--- config.mk ---
export PLATFORM = sky130hd
export DESIGN_NAME = ccu_top
export DESIGN_NICKNAME = d
export VERILOG_FILES = /design/src/ccu_pkg.sv /design/src/ccu_decode.sv /design/src/ccu_flags.sv /design/src/ccu_top.sv
export SDC_FILE = /design/constraint.sdc
export NUM_CORES = 1
export LEC_CHECK = 0
export ABC_AREA = 1
export BUFFER_PORTS_ARGS = -buffer_cell sky130_fd_sc_hd__buf_2
export CAP_MARGIN = 20
export CORE_MARGIN = 2
export CORE_UTILIZATION = 50
export DETAILED_ROUTE_END_ITERATION = 7
export GPL_ROUTABILITY_DRIVEN = 0
export PLACE_DENSITY_LB_ADDON = 0.3
export SLEW_MARGIN = 0
export SYNTH_ARGS = -nofsm -noshare
export SYNTH_HDL_FRONTEND = slang
export SYNTH_SLANG_ARGS = --single-unit
export TNS_END_PERCENT = 5
--- constraint.sdc ---
create_clock -name clk_sys -period 1.37 [get_ports clk_sys]
set_input_delay 0.3425 -clock clk_sys [delete_from_list [all_inputs] [get_ports clk_sys]]
set_output_delay 0.3425 -clock clk_sys [all_outputs]
set_load 0.01 [all_outputs]
--- src/ccu_pkg.sv ---
// Constants, field layout and types shared by the compare condition unit
package ccu_pkg;

  // Datapath widths
  localparam int CCU_DATA_W   = 32;
  localparam int CCU_ACC_W    = 40;
  localparam int CCU_IMM_W    = 3;
  localparam int CCU_IDX_W    = 3;
  localparam int CCU_RF_IDX_W = 4;

  // Compare instruction word layout
  localparam int         CCU_INSTR_W  = 16;
  localparam int         CCU_PFX_HI   = 15;
  localparam int         CCU_PFX_LO   = 13;
  localparam logic [2:0] CCU_PREFIX   = 3'h5;
  localparam int         CCU_CLS_HI   = 12;
  localparam int         CCU_CLS_LO   = 11;
  localparam int         CCU_TST_HI   = 10;
  localparam int         CCU_TST_LO   = 9;
  localparam int         CCU_UNS_BIT  = 8;
  localparam int         CCU_IMM_BIT  = 7;
  localparam int         CCU_RSV_BIT  = 6;
  localparam int         CCU_OPA_HI   = 5;
  localparam int         CCU_OPA_LO   = 3;
  localparam int         CCU_OPB_HI   = 2;
  localparam int         CCU_OPB_LO   = 0;

  // Register file index spaces: data registers first, pointers above
  localparam logic [CCU_RF_IDX_W-1:0] CCU_DATA_BASE = 4'h0;
  localparam logic [CCU_RF_IDX_W-1:0] CCU_PTR_BASE  = 4'h8;

  // Operand classes and tests
  typedef enum logic [1:0] {
    CCU_CLS_DATA = 2'h0,
    CCU_CLS_PTR  = 2'h1,
    CCU_CLS_ACC  = 2'h2,
    CCU_CLS_RSV  = 2'h3
  } ccu_cls_t;

  typedef enum logic [1:0] {
    CCU_TST_EQ  = 2'h0,
    CCU_TST_LT  = 2'h1,
    CCU_TST_LE  = 2'h2,
    CCU_TST_RSV = 2'h3
  } ccu_test_t;

  // Arithmetic status register layout
  localparam int CCU_ST_W        = 12;
  localparam int CCU_ST_CC       = 0;
  localparam int CCU_ST_ZERO     = 1;
  localparam int CCU_ST_NEG      = 2;
  localparam int CCU_ST_CARRY    = 3;
  localparam int CCU_ST_OTHER_LO = 4;
  localparam int CCU_ST_OTHER_HI = 11;
  localparam logic [CCU_ST_W-1:0] CCU_ST_RST = 12'h000;

  // Register port
  localparam int                CCU_ADDR_W    = 4;
  localparam int                CCU_REG_W     = 32;
  localparam logic [CCU_ADDR_W-1:0] CCU_ADDR_STATUS = 4'h0;

endpackage

--- src/ccu_decode.sv ---
// Decoder for the 16-bit compare instruction word
`timescale 1ns/1ps
module ccu_decode
  import ccu_pkg::*;
(
  input  wire logic [CCU_INSTR_W-1:0]  instr,
  output logic                         legal,
  output ccu_cls_t                     cls,
  output ccu_test_t                    test,
  output logic                         unsgn,
  output logic                         use_imm,
  output logic [CCU_RF_IDX_W-1:0]      sel_a,
  output logic [CCU_RF_IDX_W-1:0]      sel_b,
  output logic [CCU_DATA_W-1:0]        imm_ext
);

  logic                 pfx_ok;
  logic [CCU_IDX_W-1:0] idx_a;
  logic [CCU_IDX_W-1:0] idx_b;
  logic                 imm_sign;
  logic [CCU_RF_IDX_W-1:0] base;

  // Field extraction; one 16-bit word carries every compare form
  assign pfx_ok  = instr[CCU_PFX_HI:CCU_PFX_LO] == CCU_PREFIX; // RULE13
  assign cls     = ccu_cls_t'(instr[CCU_CLS_HI:CCU_CLS_LO]);
  assign test    = ccu_test_t'(instr[CCU_TST_HI:CCU_TST_LO]);
  assign unsgn   = instr[CCU_UNS_BIT];
  assign use_imm = instr[CCU_IMM_BIT];
  assign idx_a   = instr[CCU_OPA_HI:CCU_OPA_LO];
  assign idx_b   = instr[CCU_OPB_HI:CCU_OPB_LO];

  // Pointer slots 6 and 7 are the stack and frame pointers
  assign base  = (cls == CCU_CLS_PTR) ? CCU_PTR_BASE : CCU_DATA_BASE;
  assign sel_a = base | {1'b0, idx_a}; // RULE2 RULE8
  assign sel_b = base | {1'b0, idx_b}; // RULE2 RULE8

  // Small constant: sign-extended unless the unsigned option is set
  assign imm_sign = ~unsgn & idx_b[CCU_IMM_W-1]; // RULE4
  assign imm_ext  = {{(CCU_DATA_W-CCU_IMM_W){imm_sign}}, idx_b}; // RULE5

  // Forms outside the compare set are not decoded; privilege is not checked
  assign legal = pfx_ok
               & (cls != CCU_CLS_RSV)
               & (test != CCU_TST_RSV)
               & ~instr[CCU_RSV_BIT]
               & ~(unsgn & (test == CCU_TST_EQ)) // RULE15
               & ~((cls == CCU_CLS_ACC) & (unsgn | use_imm)); // RULE10

endmodule

--- src/ccu_flags.sv ---
// Subtractor and condition evaluation for one operand width
`timescale 1ns/1ps
module ccu_flags
  import ccu_pkg::*;
#(
  parameter int W = CCU_DATA_W
) (
  input  wire logic [W-1:0]  op_a,
  input  wire logic [W-1:0]  op_b,
  input  wire ccu_test_t     test,
  input  wire logic          unsgn,
  output logic               zero,
  output logic               neg,
  output logic               carry,
  output logic               cond
);

  logic [W:0] diff;

  // First minus second as a plus not-b plus one; carry out means no borrow
  assign diff  = {1'b0, op_a} + {1'b0, ~op_b} + {{W{1'b0}}, 1'b1}; // RULE3
  assign carry = diff[W]; // RULE16
  assign neg   = diff[W-1];
  assign zero  = (diff[W-1:0] == '0);

  // Difference itself goes nowhere; only the flags leave this module
  always_comb begin
    cond = 1'b0;
    case (test)
      CCU_TST_EQ: begin
        cond = zero; // RULE6
      end
      CCU_TST_LT: begin
        cond = unsgn ? ~carry : neg; // RULE6
      end
      CCU_TST_LE: begin
        cond = unsgn ? (~carry | zero) : (neg | zero); // RULE6
      end
      default: begin
        cond = 1'b0;
      end
    endcase
  end

endmodule

--- src/ccu_top.sv ---
// Compare condition unit: decode, compare datapath and arithmetic status
//
// Behaviour
// (RULE1) Condition flag is a status register bit; every compare writes it.
// (RULE2) Data compares read data registers; signed 32-bit unless unsigned.
// (RULE3) Compares subtract second from first; difference is dropped.
// (RULE4) Signed small constant ranges -4 to 3 and is sign-extended.
// (RULE5) Unsigned small constant ranges 0 to 7 and is zero-extended.
// (RULE6) Equal is zero; less is negative, or carry clear when unsigned.
// (RULE7) Data compares set condition, zero, negative, carry; others kept.
// (RULE8) Pointer compares use pointers, stack and frame; only condition moves.
// (RULE9) Accumulator compares are 40-bit signed: equal, less, less-or-equal.
// (RULE10) No unsigned or constant form exists for accumulator compares.
// (RULE11) Accumulator compares set condition, zero, negative and carry.
// (RULE12) Branch logic reads the condition flag the last compare wrote.
// (RULE13) Compares are 16-bit words, run in user and supervisor mode.
// (RULE14) A compare offered inside a parallel bundle is refused.
// (RULE15) Equality exists only signed; unsigned equality is not decoded.
// (RULE16) Carry means no borrow; unsigned first-below-second clears carry.
`timescale 1ns/1ps
module ccu_top
  import ccu_pkg::*;
(
  input  wire logic                    clk_sys,
  input  wire logic                    rst,
  input  wire logic                    instr_valid,
  input  wire logic [CCU_INSTR_W-1:0]  instr_word,
  input  wire logic                    issue_parallel,
  output logic [CCU_RF_IDX_W-1:0]      rf_sel_a,
  output logic [CCU_RF_IDX_W-1:0]      rf_sel_b,
  input  wire logic [CCU_DATA_W-1:0]   rf_data_a,
  input  wire logic [CCU_DATA_W-1:0]   rf_data_b,
  input  wire logic [CCU_ACC_W-1:0]    accumulator_zero,
  input  wire logic [CCU_ACC_W-1:0]    accumulator_one,
  output logic                         condition_flag,
  output logic                         zero_flag,
  output logic                         negative_flag,
  output logic                         carry_flag,
  output logic                         cmp_done_q,
  output logic                         cmp_reject_q,
  input  wire logic [CCU_ADDR_W-1:0]   reg_addr,
  input  wire logic [CCU_REG_W-1:0]    reg_wdata,
  input  wire logic                    reg_wr,
  input  wire logic                    reg_rd,
  output logic [CCU_REG_W-1:0]         reg_rdata_q
);

  logic                     dec_legal;
  ccu_cls_t                 dec_cls;
  ccu_test_t                dec_test;
  logic                     dec_unsgn;
  logic                     dec_imm;
  logic [CCU_DATA_W-1:0]    dec_imm_ext;
  logic [CCU_DATA_W-1:0]    op_b;
  logic                     d_zero;
  logic                     d_neg;
  logic                     d_carry;
  logic                     d_cond;
  logic                     a_zero;
  logic                     a_neg;
  logic                     a_carry;
  logic                     a_cond;
  logic                     accept;
  logic                     status_hit;
  logic [CCU_ST_W-1:0]      arith_status_reg_q;

  // Instruction word decode
  ccu_decode u_decode (
    .instr   (instr_word),
    .legal   (dec_legal),
    .cls     (dec_cls),
    .test    (dec_test),
    .unsgn   (dec_unsgn),
    .use_imm (dec_imm),
    .sel_a   (rf_sel_a),
    .sel_b   (rf_sel_b),
    .imm_ext (dec_imm_ext)
  );

  // Second operand: register or extended small constant
  assign op_b = dec_imm ? dec_imm_ext : rf_data_b; // RULE4 RULE5

  // 32-bit path shared by data and pointer compares
  ccu_flags #(
    .W (CCU_DATA_W)
  ) u_flags_word (
    .op_a  (rf_data_a),
    .op_b  (op_b),
    .test  (dec_test),
    .unsgn (dec_unsgn),
    .zero  (d_zero),
    .neg   (d_neg),
    .carry (d_carry),
    .cond  (d_cond)
  );

  // 40-bit accumulator path, always signed
  ccu_flags #(
    .W (CCU_ACC_W)
  ) u_flags_acc (
    .op_a  (accumulator_zero), // RULE9
    .op_b  (accumulator_one),
    .test  (dec_test),
    .unsgn (1'b0),
    .zero  (a_zero),
    .neg   (a_neg),
    .carry (a_carry),
    .cond  (a_cond)
  );

  // Compares issue alone; a bundled or undecodable word is refused
  assign accept     = instr_valid & dec_legal & ~issue_parallel; // RULE14
  assign status_hit = reg_addr == CCU_ADDR_STATUS;

  // Status update; a compare in the same cycle as a write wins on its bits
  always_ff @(posedge clk_sys or posedge rst) begin
    if (rst) begin
      arith_status_reg_q <= CCU_ST_RST;
    end else begin
      if (reg_wr && status_hit) begin
        arith_status_reg_q <= reg_wdata[CCU_ST_W-1:0];
      end
      if (accept) begin
        case (dec_cls)
          CCU_CLS_DATA: begin
            arith_status_reg_q[CCU_ST_CC]    <= d_cond; // RULE1 RULE7
            arith_status_reg_q[CCU_ST_ZERO]  <= d_zero; // RULE7
            arith_status_reg_q[CCU_ST_NEG]   <= d_neg; // RULE7
            arith_status_reg_q[CCU_ST_CARRY] <= d_carry; // RULE7
          end
          CCU_CLS_PTR: begin
            arith_status_reg_q[CCU_ST_CC]    <= d_cond; // RULE1 RULE8
          end
          CCU_CLS_ACC: begin
            arith_status_reg_q[CCU_ST_CC]    <= a_cond; // RULE1 RULE11
            arith_status_reg_q[CCU_ST_ZERO]  <= a_zero; // RULE11
            arith_status_reg_q[CCU_ST_NEG]   <= a_neg; // RULE11
            arith_status_reg_q[CCU_ST_CARRY] <= a_carry; // RULE11
          end
          default: begin
            arith_status_reg_q <= arith_status_reg_q;
          end
        endcase
      end
    end
  end

  // Flags straight from the register so branches see the stored value
  assign condition_flag = arith_status_reg_q[CCU_ST_CC]; // RULE12
  assign zero_flag      = arith_status_reg_q[CCU_ST_ZERO];
  assign negative_flag  = arith_status_reg_q[CCU_ST_NEG];
  assign carry_flag     = arith_status_reg_q[CCU_ST_CARRY];

  // One-cycle completion and refusal pulses
  always_ff @(posedge clk_sys or posedge rst) begin
    if (rst) begin
      cmp_done_q   <= 1'b0;
      cmp_reject_q <= 1'b0;
    end else begin
      cmp_done_q   <= accept;
      cmp_reject_q <= instr_valid & ~accept; // RULE14
    end
  end

  // Read data valid only in the cycle after the strobe; unmapped reads zero
  always_ff @(posedge clk_sys or posedge rst) begin
    if (rst) begin
      reg_rdata_q <= '0;
    end else if (reg_rd && status_hit) begin
      reg_rdata_q <= {{(CCU_REG_W-CCU_ST_W){1'b0}}, arith_status_reg_q};
    end else begin
      reg_rdata_q <= '0;
    end
  end

  // Checks on the compare datapath and status register

  a_data_flags: assert property ( // RULE7
    @(posedge clk_sys) disable iff (rst)
    accept && dec_cls == CCU_CLS_DATA |=>
      zero_flag == $past(d_zero) && negative_flag == $past(d_neg)
      && carry_flag == $past(d_carry) && condition_flag == $past(d_cond))
    else $error("data compare flags not taken from subtraction");

  a_ptr_keeps_flags: assert property ( // RULE8
    @(posedge clk_sys) disable iff (rst)
    accept && dec_cls == CCU_CLS_PTR && !reg_wr |=>
      $stable(zero_flag) && $stable(negative_flag) && $stable(carry_flag)
      && $stable(arith_status_reg_q[CCU_ST_OTHER_HI:CCU_ST_OTHER_LO]))
    else $error("pointer compare disturbed status flags");

  a_acc_signed_lt: assert property ( // RULE9
    @(posedge clk_sys) disable iff (rst)
    accept && dec_cls == CCU_CLS_ACC && dec_test == CCU_TST_LT |=>
      condition_flag == $past(a_neg) && carry_flag == $past(a_carry))
    else $error("accumulator less-than flag wrong");

  a_uns_below: assert property ( // RULE16
    @(posedge clk_sys) disable iff (rst)
    accept && dec_cls == CCU_CLS_DATA && dec_unsgn
      && dec_test == CCU_TST_LT |=>
      condition_flag == ($past(rf_data_a) < $past(op_b)))
    else $error("unsigned below does not match carry clear");

  a_signed_const: assert property ( // RULE4
    @(posedge clk_sys) disable iff (rst)
    accept && dec_imm && !dec_unsgn |->
      $signed(op_b) >= -4 && $signed(op_b) <= 3
      && op_b[CCU_IMM_W-1:0] == instr_word[CCU_OPB_HI:CCU_OPB_LO])
    else $error("signed small constant not sign-extended");

  a_unsigned_const: assert property ( // RULE5
    @(posedge clk_sys) disable iff (rst)
    accept && dec_imm && dec_unsgn |-> op_b <= 7
      && op_b[CCU_IMM_W-1:0] == instr_word[CCU_OPB_HI:CCU_OPB_LO])
    else $error("unsigned small constant not zero-extended");

  a_bundle_refused: assert property ( // RULE14
    @(posedge clk_sys) disable iff (rst)
    instr_valid && issue_parallel && !reg_wr |=>
      cmp_reject_q && !cmp_done_q && $stable(arith_status_reg_q))
    else $error("bundled compare was executed");

  a_illegal_forms: assert property ( // RULE10
    @(posedge clk_sys) disable iff (rst)
    (dec_cls == CCU_CLS_ACC && (dec_unsgn || dec_imm))
      || (dec_unsgn && dec_test == CCU_TST_EQ) |-> !dec_legal)
    else $error("forbidden compare form decoded");

  a_branch_sees_cc: assert property ( // RULE12
    @(posedge clk_sys) disable iff (rst)
    accept ##1 (!accept && !reg_wr) [*2] |->
      condition_flag == $past(condition_flag, 1))
    else $error("condition flag changed without a compare");

  a_status_read: assert property (
    @(posedge clk_sys) disable iff (rst)
    reg_rd && status_hit |=>
      reg_rdata_q[CCU_ST_W-1:0] == $past(arith_status_reg_q))
    else $error("status read returned wrong value");

  // Flags against the operands themselves; a_acc_le alone checks against the subtractor's outputs
  a_zero_from_diff: assert property ( // RULE3
    @(posedge clk_sys) disable iff (rst)
    accept && dec_cls == CCU_CLS_DATA |=>
      zero_flag == ($past(rf_data_a) == $past(op_b)))
    else $error("zero flag does not match operand equality");

  a_carry_no_borrow: assert property ( // RULE16
    @(posedge clk_sys) disable iff (rst)
    accept && dec_cls == CCU_CLS_DATA |=>
      carry_flag == ($past(rf_data_a) >= $past(op_b)))
    else $error("carry flag is not the no-borrow of the subtraction");

  a_acc_equal: assert property ( // RULE9
    @(posedge clk_sys) disable iff (rst)
    accept && dec_cls == CCU_CLS_ACC |=>
      zero_flag == ($past(accumulator_zero) == $past(accumulator_one)))
    else $error("accumulator zero flag does not match equality");

  a_acc_le: assert property ( // RULE11
    @(posedge clk_sys) disable iff (rst)
    accept && dec_cls == CCU_CLS_ACC && dec_test == CCU_TST_LE |=>
      condition_flag == ($past(a_neg) || $past(a_zero)))
    else $error("accumulator less-or-equal flag wrong");

  // Software-only bits survive every compare
  a_other_bits: assert property ( // RULE7
    @(posedge clk_sys) disable iff (rst)
    accept && !reg_wr |=>
      $stable(arith_status_reg_q[CCU_ST_OTHER_HI:CCU_ST_OTHER_LO]))
    else $error("compare disturbed software status bits");

  // Operand selects stay inside the bank of their class
  a_data_bank: assert property ( // RULE2
    @(posedge clk_sys) disable iff (rst)
    dec_cls == CCU_CLS_DATA |->
      rf_sel_a < CCU_PTR_BASE && rf_sel_b < CCU_PTR_BASE)
    else $error("data compare selected a pointer register");

  a_ptr_bank: assert property ( // RULE8
    @(posedge clk_sys) disable iff (rst)
    dec_cls == CCU_CLS_PTR |->
      rf_sel_a >= CCU_PTR_BASE && rf_sel_b >= CCU_PTR_BASE)
    else $error("pointer compare selected a data register");

  // Exactly one of the two pulses follows every offered word
  a_done_pulse: assert property ( // RULE1
    @(posedge clk_sys) disable iff (rst)
    accept |=> cmp_done_q && !cmp_reject_q)
    else $error("accepted compare gave no completion pulse");

  a_reject_pulse: assert property ( // RULE15
    @(posedge clk_sys) disable iff (rst)
    instr_valid && !accept |=> cmp_reject_q && !cmp_done_q)
    else $error("refused word gave no refusal pulse");

  // Register port: write lands whole, idle read data is zero
  a_status_write: assert property (
    @(posedge clk_sys) disable iff (rst)
    reg_wr && status_hit && !accept |=>
      arith_status_reg_q == $past(reg_wdata[CCU_ST_W-1:0]))
    else $error("status write did not land");

  a_rdata_idle: assert property (
    @(posedge clk_sys) disable iff (rst)
    !(reg_rd && status_hit) |=> reg_rdata_q == '0)
    else $error("read data not zero outside a status read");

  // Main scenarios
  c_data_signed: cover property (@(posedge clk_sys) disable iff (rst)
    accept && dec_cls == CCU_CLS_DATA && !dec_unsgn ##1 condition_flag);
  c_ptr_uns_imm: cover property (@(posedge clk_sys) disable iff (rst)
    accept && dec_cls == CCU_CLS_PTR && dec_unsgn && dec_imm);
  c_acc_le: cover property (@(posedge clk_sys) disable iff (rst)
    accept && dec_cls == CCU_CLS_ACC && dec_test == CCU_TST_LE);
  c_refused: cover property (@(posedge clk_sys) disable iff (rst)
    cmp_reject_q);
  c_status_read: cover property (@(posedge clk_sys) disable iff (rst)
    reg_rd && status_hit ##1 reg_rdata_q != '0);

endmodule
==> metrics <==
Worst Hold Class=in -> async; Final Routed Wirelength=23550 µm; Via-to-Cell Ratio=4.949; cell leakage power=6.742 nW; MaxCap Viol Count=0; Post-synth EDFFs=0; Switching Power=2.787 mW; Max IR drop VDD=0.3964 mV; Sw Ratio=45.66%; nets=2158; clock sinks=26; Final Hold Fails=0; top cells by count, synth=543 x nand2_1, 336 x inv_1, 165 x nor2_1, 95 x nand3_1, 78 x ha_1; CTS Buf Count=3; mean post-synth cell area=5.074 µm²; Int Power=3.317 mW; GRT Overall Usage=27.40%; Clock Path Buffers=2; R2R depth=8; worst skew pair latency=0.26 ns; area leader, netlist=nand2_1; fraction of layout cells with a size suffix above 1=24.75%; Post-Synth Adder-Cell Area=13.18%; Tcrit/Tclk final=208.4%; PwrDens=586.1 nW/µm²; Clock Skew=0.005488 ns; Clk network pwr share=13.7%; vias in the first global route=9337; Worst Path Max Fanout=7; Port Buffers=201; share of the synthesized area in the top cell type=26.44%; Setup crit end kind=register; post-synthesis mux area share=0.1299%; first-pass GRT wire length=38300 µm; Async SR Flop Fraction=100.0%; RSZ-0062 raised after global routing=true; sequential share of the synthesized area=8.442%; grt total ovfl=0; Post-synth top flop=dfrtp_1; synthesis-to-layout area growth=35.13%; HPWL Detailed=20010 µm; final setup fails=14; status=finished, violations left; top post-synthesis cells by area=nand2_1 26%, inv_1 16%, ha_1 13%, dfrtp_1 8.4%, nor2_1 8.0%; Crit Path Class=in -> reg; count leader, synth=nand2_1; fin. max-slew vios=0; Die Span Y=128.2 µm; Die ar.=16420 µm²; failing checks=negative setup slack; sequential power share=14.7%; Iteration-0 DRC Markers=522; htree depth=1; Die X=128.2 µm; CP Depth=25; Cell variety after synth=36; crit-path max cell delay=0.36 ns; final hold slack=0.1226 ns; CTS tree=built; Synth Instances=1519; slowest CP cell=ha_1; arrival time worst endpoint=3.04 ns; Worst setup SP type=primary input; I/O pins=248; antenna-violating nets left=0; Starting Density=50.89%; main combinational cell family by area after synthesis=simple AND/OR/NAND/NOR gates; largest net degree at the start of global routing=31; Worst path top cell family by delay=simple AND/OR/NAND/NOR gates; post-layout minimum cycle time=2.855 ns; Data required, critical path=1.56 ns; Worst-path clk slew=0.07 ns; 1st-pass router iterations=7; CTS Hold Buffers Added=0; RR Startpoint=arith_status_reg_q[1]$_DFFE_PP0P_; Synth Cell Area=7707 µm²; worst reg-to-reg setup slack=0.22 ns; R2R Path End=arith_status_reg_q[1]$_DFFE_PP0P_; core area=15150 µm²; #FFs+latches synth=26; setup TNS=-8.726 ns; f_max=350.3 MHz; DRC=0; worst setup margin=-1.485 ns; CTS Root Buffer Type=clkbuf_16; post-synthesis xor/xnor area fraction=0.7955%; Gate power share=71.6%; # diodes=0; Via Count=10210; Yosys warning total=0; Post-Synth Simple-Gate Area=47.53%; initial antenna violation count=0; WP buf/inv=6; # rows=45; Synth Area in Compound Gates=10.28%; most frequent CP cell=nand2_1; WL per Instance=11.42 µm
state kept, by name, summed over array words and instances (netlist names):
register            flops
arith_status_reg_q     12
reg_rdata_q            12
cmp_done_q              1
cmp_reject_q            1
through the flow:
step	util, %	cells	area (µm²)	total power [mW]	setup slack [ns]
after floorplan	-	1538	7839	3.537	-1.237
after global placement	66.43	2053	10060	4.971	-1.581
after detailed placement	66.43	2053	10060	5.049	-1.657
after CTS	67.34	2057	10200	5.918	-1.375
after global routing	68.77	2063	10420	6.690	-1.672
final	68.77	2063	10420	6.105	-1.485
power groups by stage:
stage          logic (mW)  registers [mW]  clock network (mW)
2_1_floorplan        2.62           0.922                   0
3_3_place_gp         4.07           0.904                   0
3_5_place_dp         4.14           0.908                   0
4_1_cts              4.19           0.897               0.834
5_1_grt              4.91           0.904               0.880
6_report             4.37           0.898               0.836
cell usage in the layout, fill, tap and decap left out, types with 2 or more instances in the layout:
cell | Yosys | final
nor2_1 | 165 | 159
xor2_1 | 6 | 6
dfrtp_1 | 26 | 26
o21ai_1 | 1 | 3
nand3_1 | 95 | 91
nand2_1 | 543 | 530
o21bai_1 | 7 | 7
nor2_2 | 9 | 15
ha_2 | 0 | 4
nor3_2 | 2 | 5
a21o_1 | 6 | 6
nand3_2 | 3 | 7
a21oi_2 | 4 | 12
a21boi_0 | 3 | 3
nand4_1 | 23 | 23
nand3b_1 | 8 | 8
nand2_2 | 19 | 30
o21ai_0 | 49 | 46
a21oi_1 | 69 | 61
and2_1 | 4 | 4
inv_2 | 3 | 9
buf_4 | 27 | 161
a31oi_1 | 3 | 3
buf_2 | 1 | 200
ha_1 | 78 | 73
conb_1 | 1 | 20
inv_1 | 336 | 330
clkbuf_16 | 0 | 5
a211oi_2 | 0 | 2
nand2_4 | 0 | 2
buf_12 | 0 | 4
nor3_1 | 10 | 7
routing by layer:
layer	track usage [%]	routed length, µm
met5	0	0
met4	7.498	688
met3	1.127	1338
met2	51.90	11530
met1	33.67	9993
area by class of cell:
| class | instances | area, µm² |
|---|---|---|
| clock buffers | 3 | 75.07 |
| clock inverters | 1 | 30.03 |
| fillers | 1382 | 4731 |
| inverters | 339 | 1272 |
| multi-input cells | 1137 | 5793 |
| flip-flops and latches | 26 | 650.6 |
| well taps | 188 | 235.2 |
| repair buffers | 369 | 2359 |
worst reg2reg max path, stage by stage, from the launching register on:
cell	delay, ns
dfrtp_1	0.35
inv_1	0.06
o21ai_0	0.26
nand2_1	0.08
nand2_1	0.06
inv_1	0.04
nand2_1	0.05
nand2_1	0.06
a21oi_2	0.11
kinds of logic (layout without fill, tap and decap cells):
family          Yosys count  count (layout)
fa+ha+maj                80              80
other cells               1              20
compound gates          145             145
flops                    26              26
mux                       1               1
simple gates            884             884
xor+xnor                  7               7
buf+inv                 375             712
worst max-delay path by stage:
stage,start,end
after detailed placement,instr_word[2],arith_status_reg_q[1]$_DFFE_PP0P_
after CTS,instr_word[2],arith_status_reg_q[1]$_DFFE_PP0P_
after global placement,instr_word[7],arith_status_reg_q[1]$_DFFE_PP0P_
after floorplan,instr_word[7],arith_status_reg_q[1]$_DFFE_PP0P_
final,instr_word[2],arith_status_reg_q[1]$_DFFE_PP0P_
after global routing,instr_word[2],arith_status_reg_q[1]$_DFFE_PP0P_
timing repair:
item,4_1_cts,5_1_grt
gates cloned,0,2
endpoints found under the hold margin,0,0
gates resized for setup,10,40
endpoints found under the setup margin,16,16
buffers inserted,0,4
pin swaps,0,20
Power figures use the tool's default switching activity.
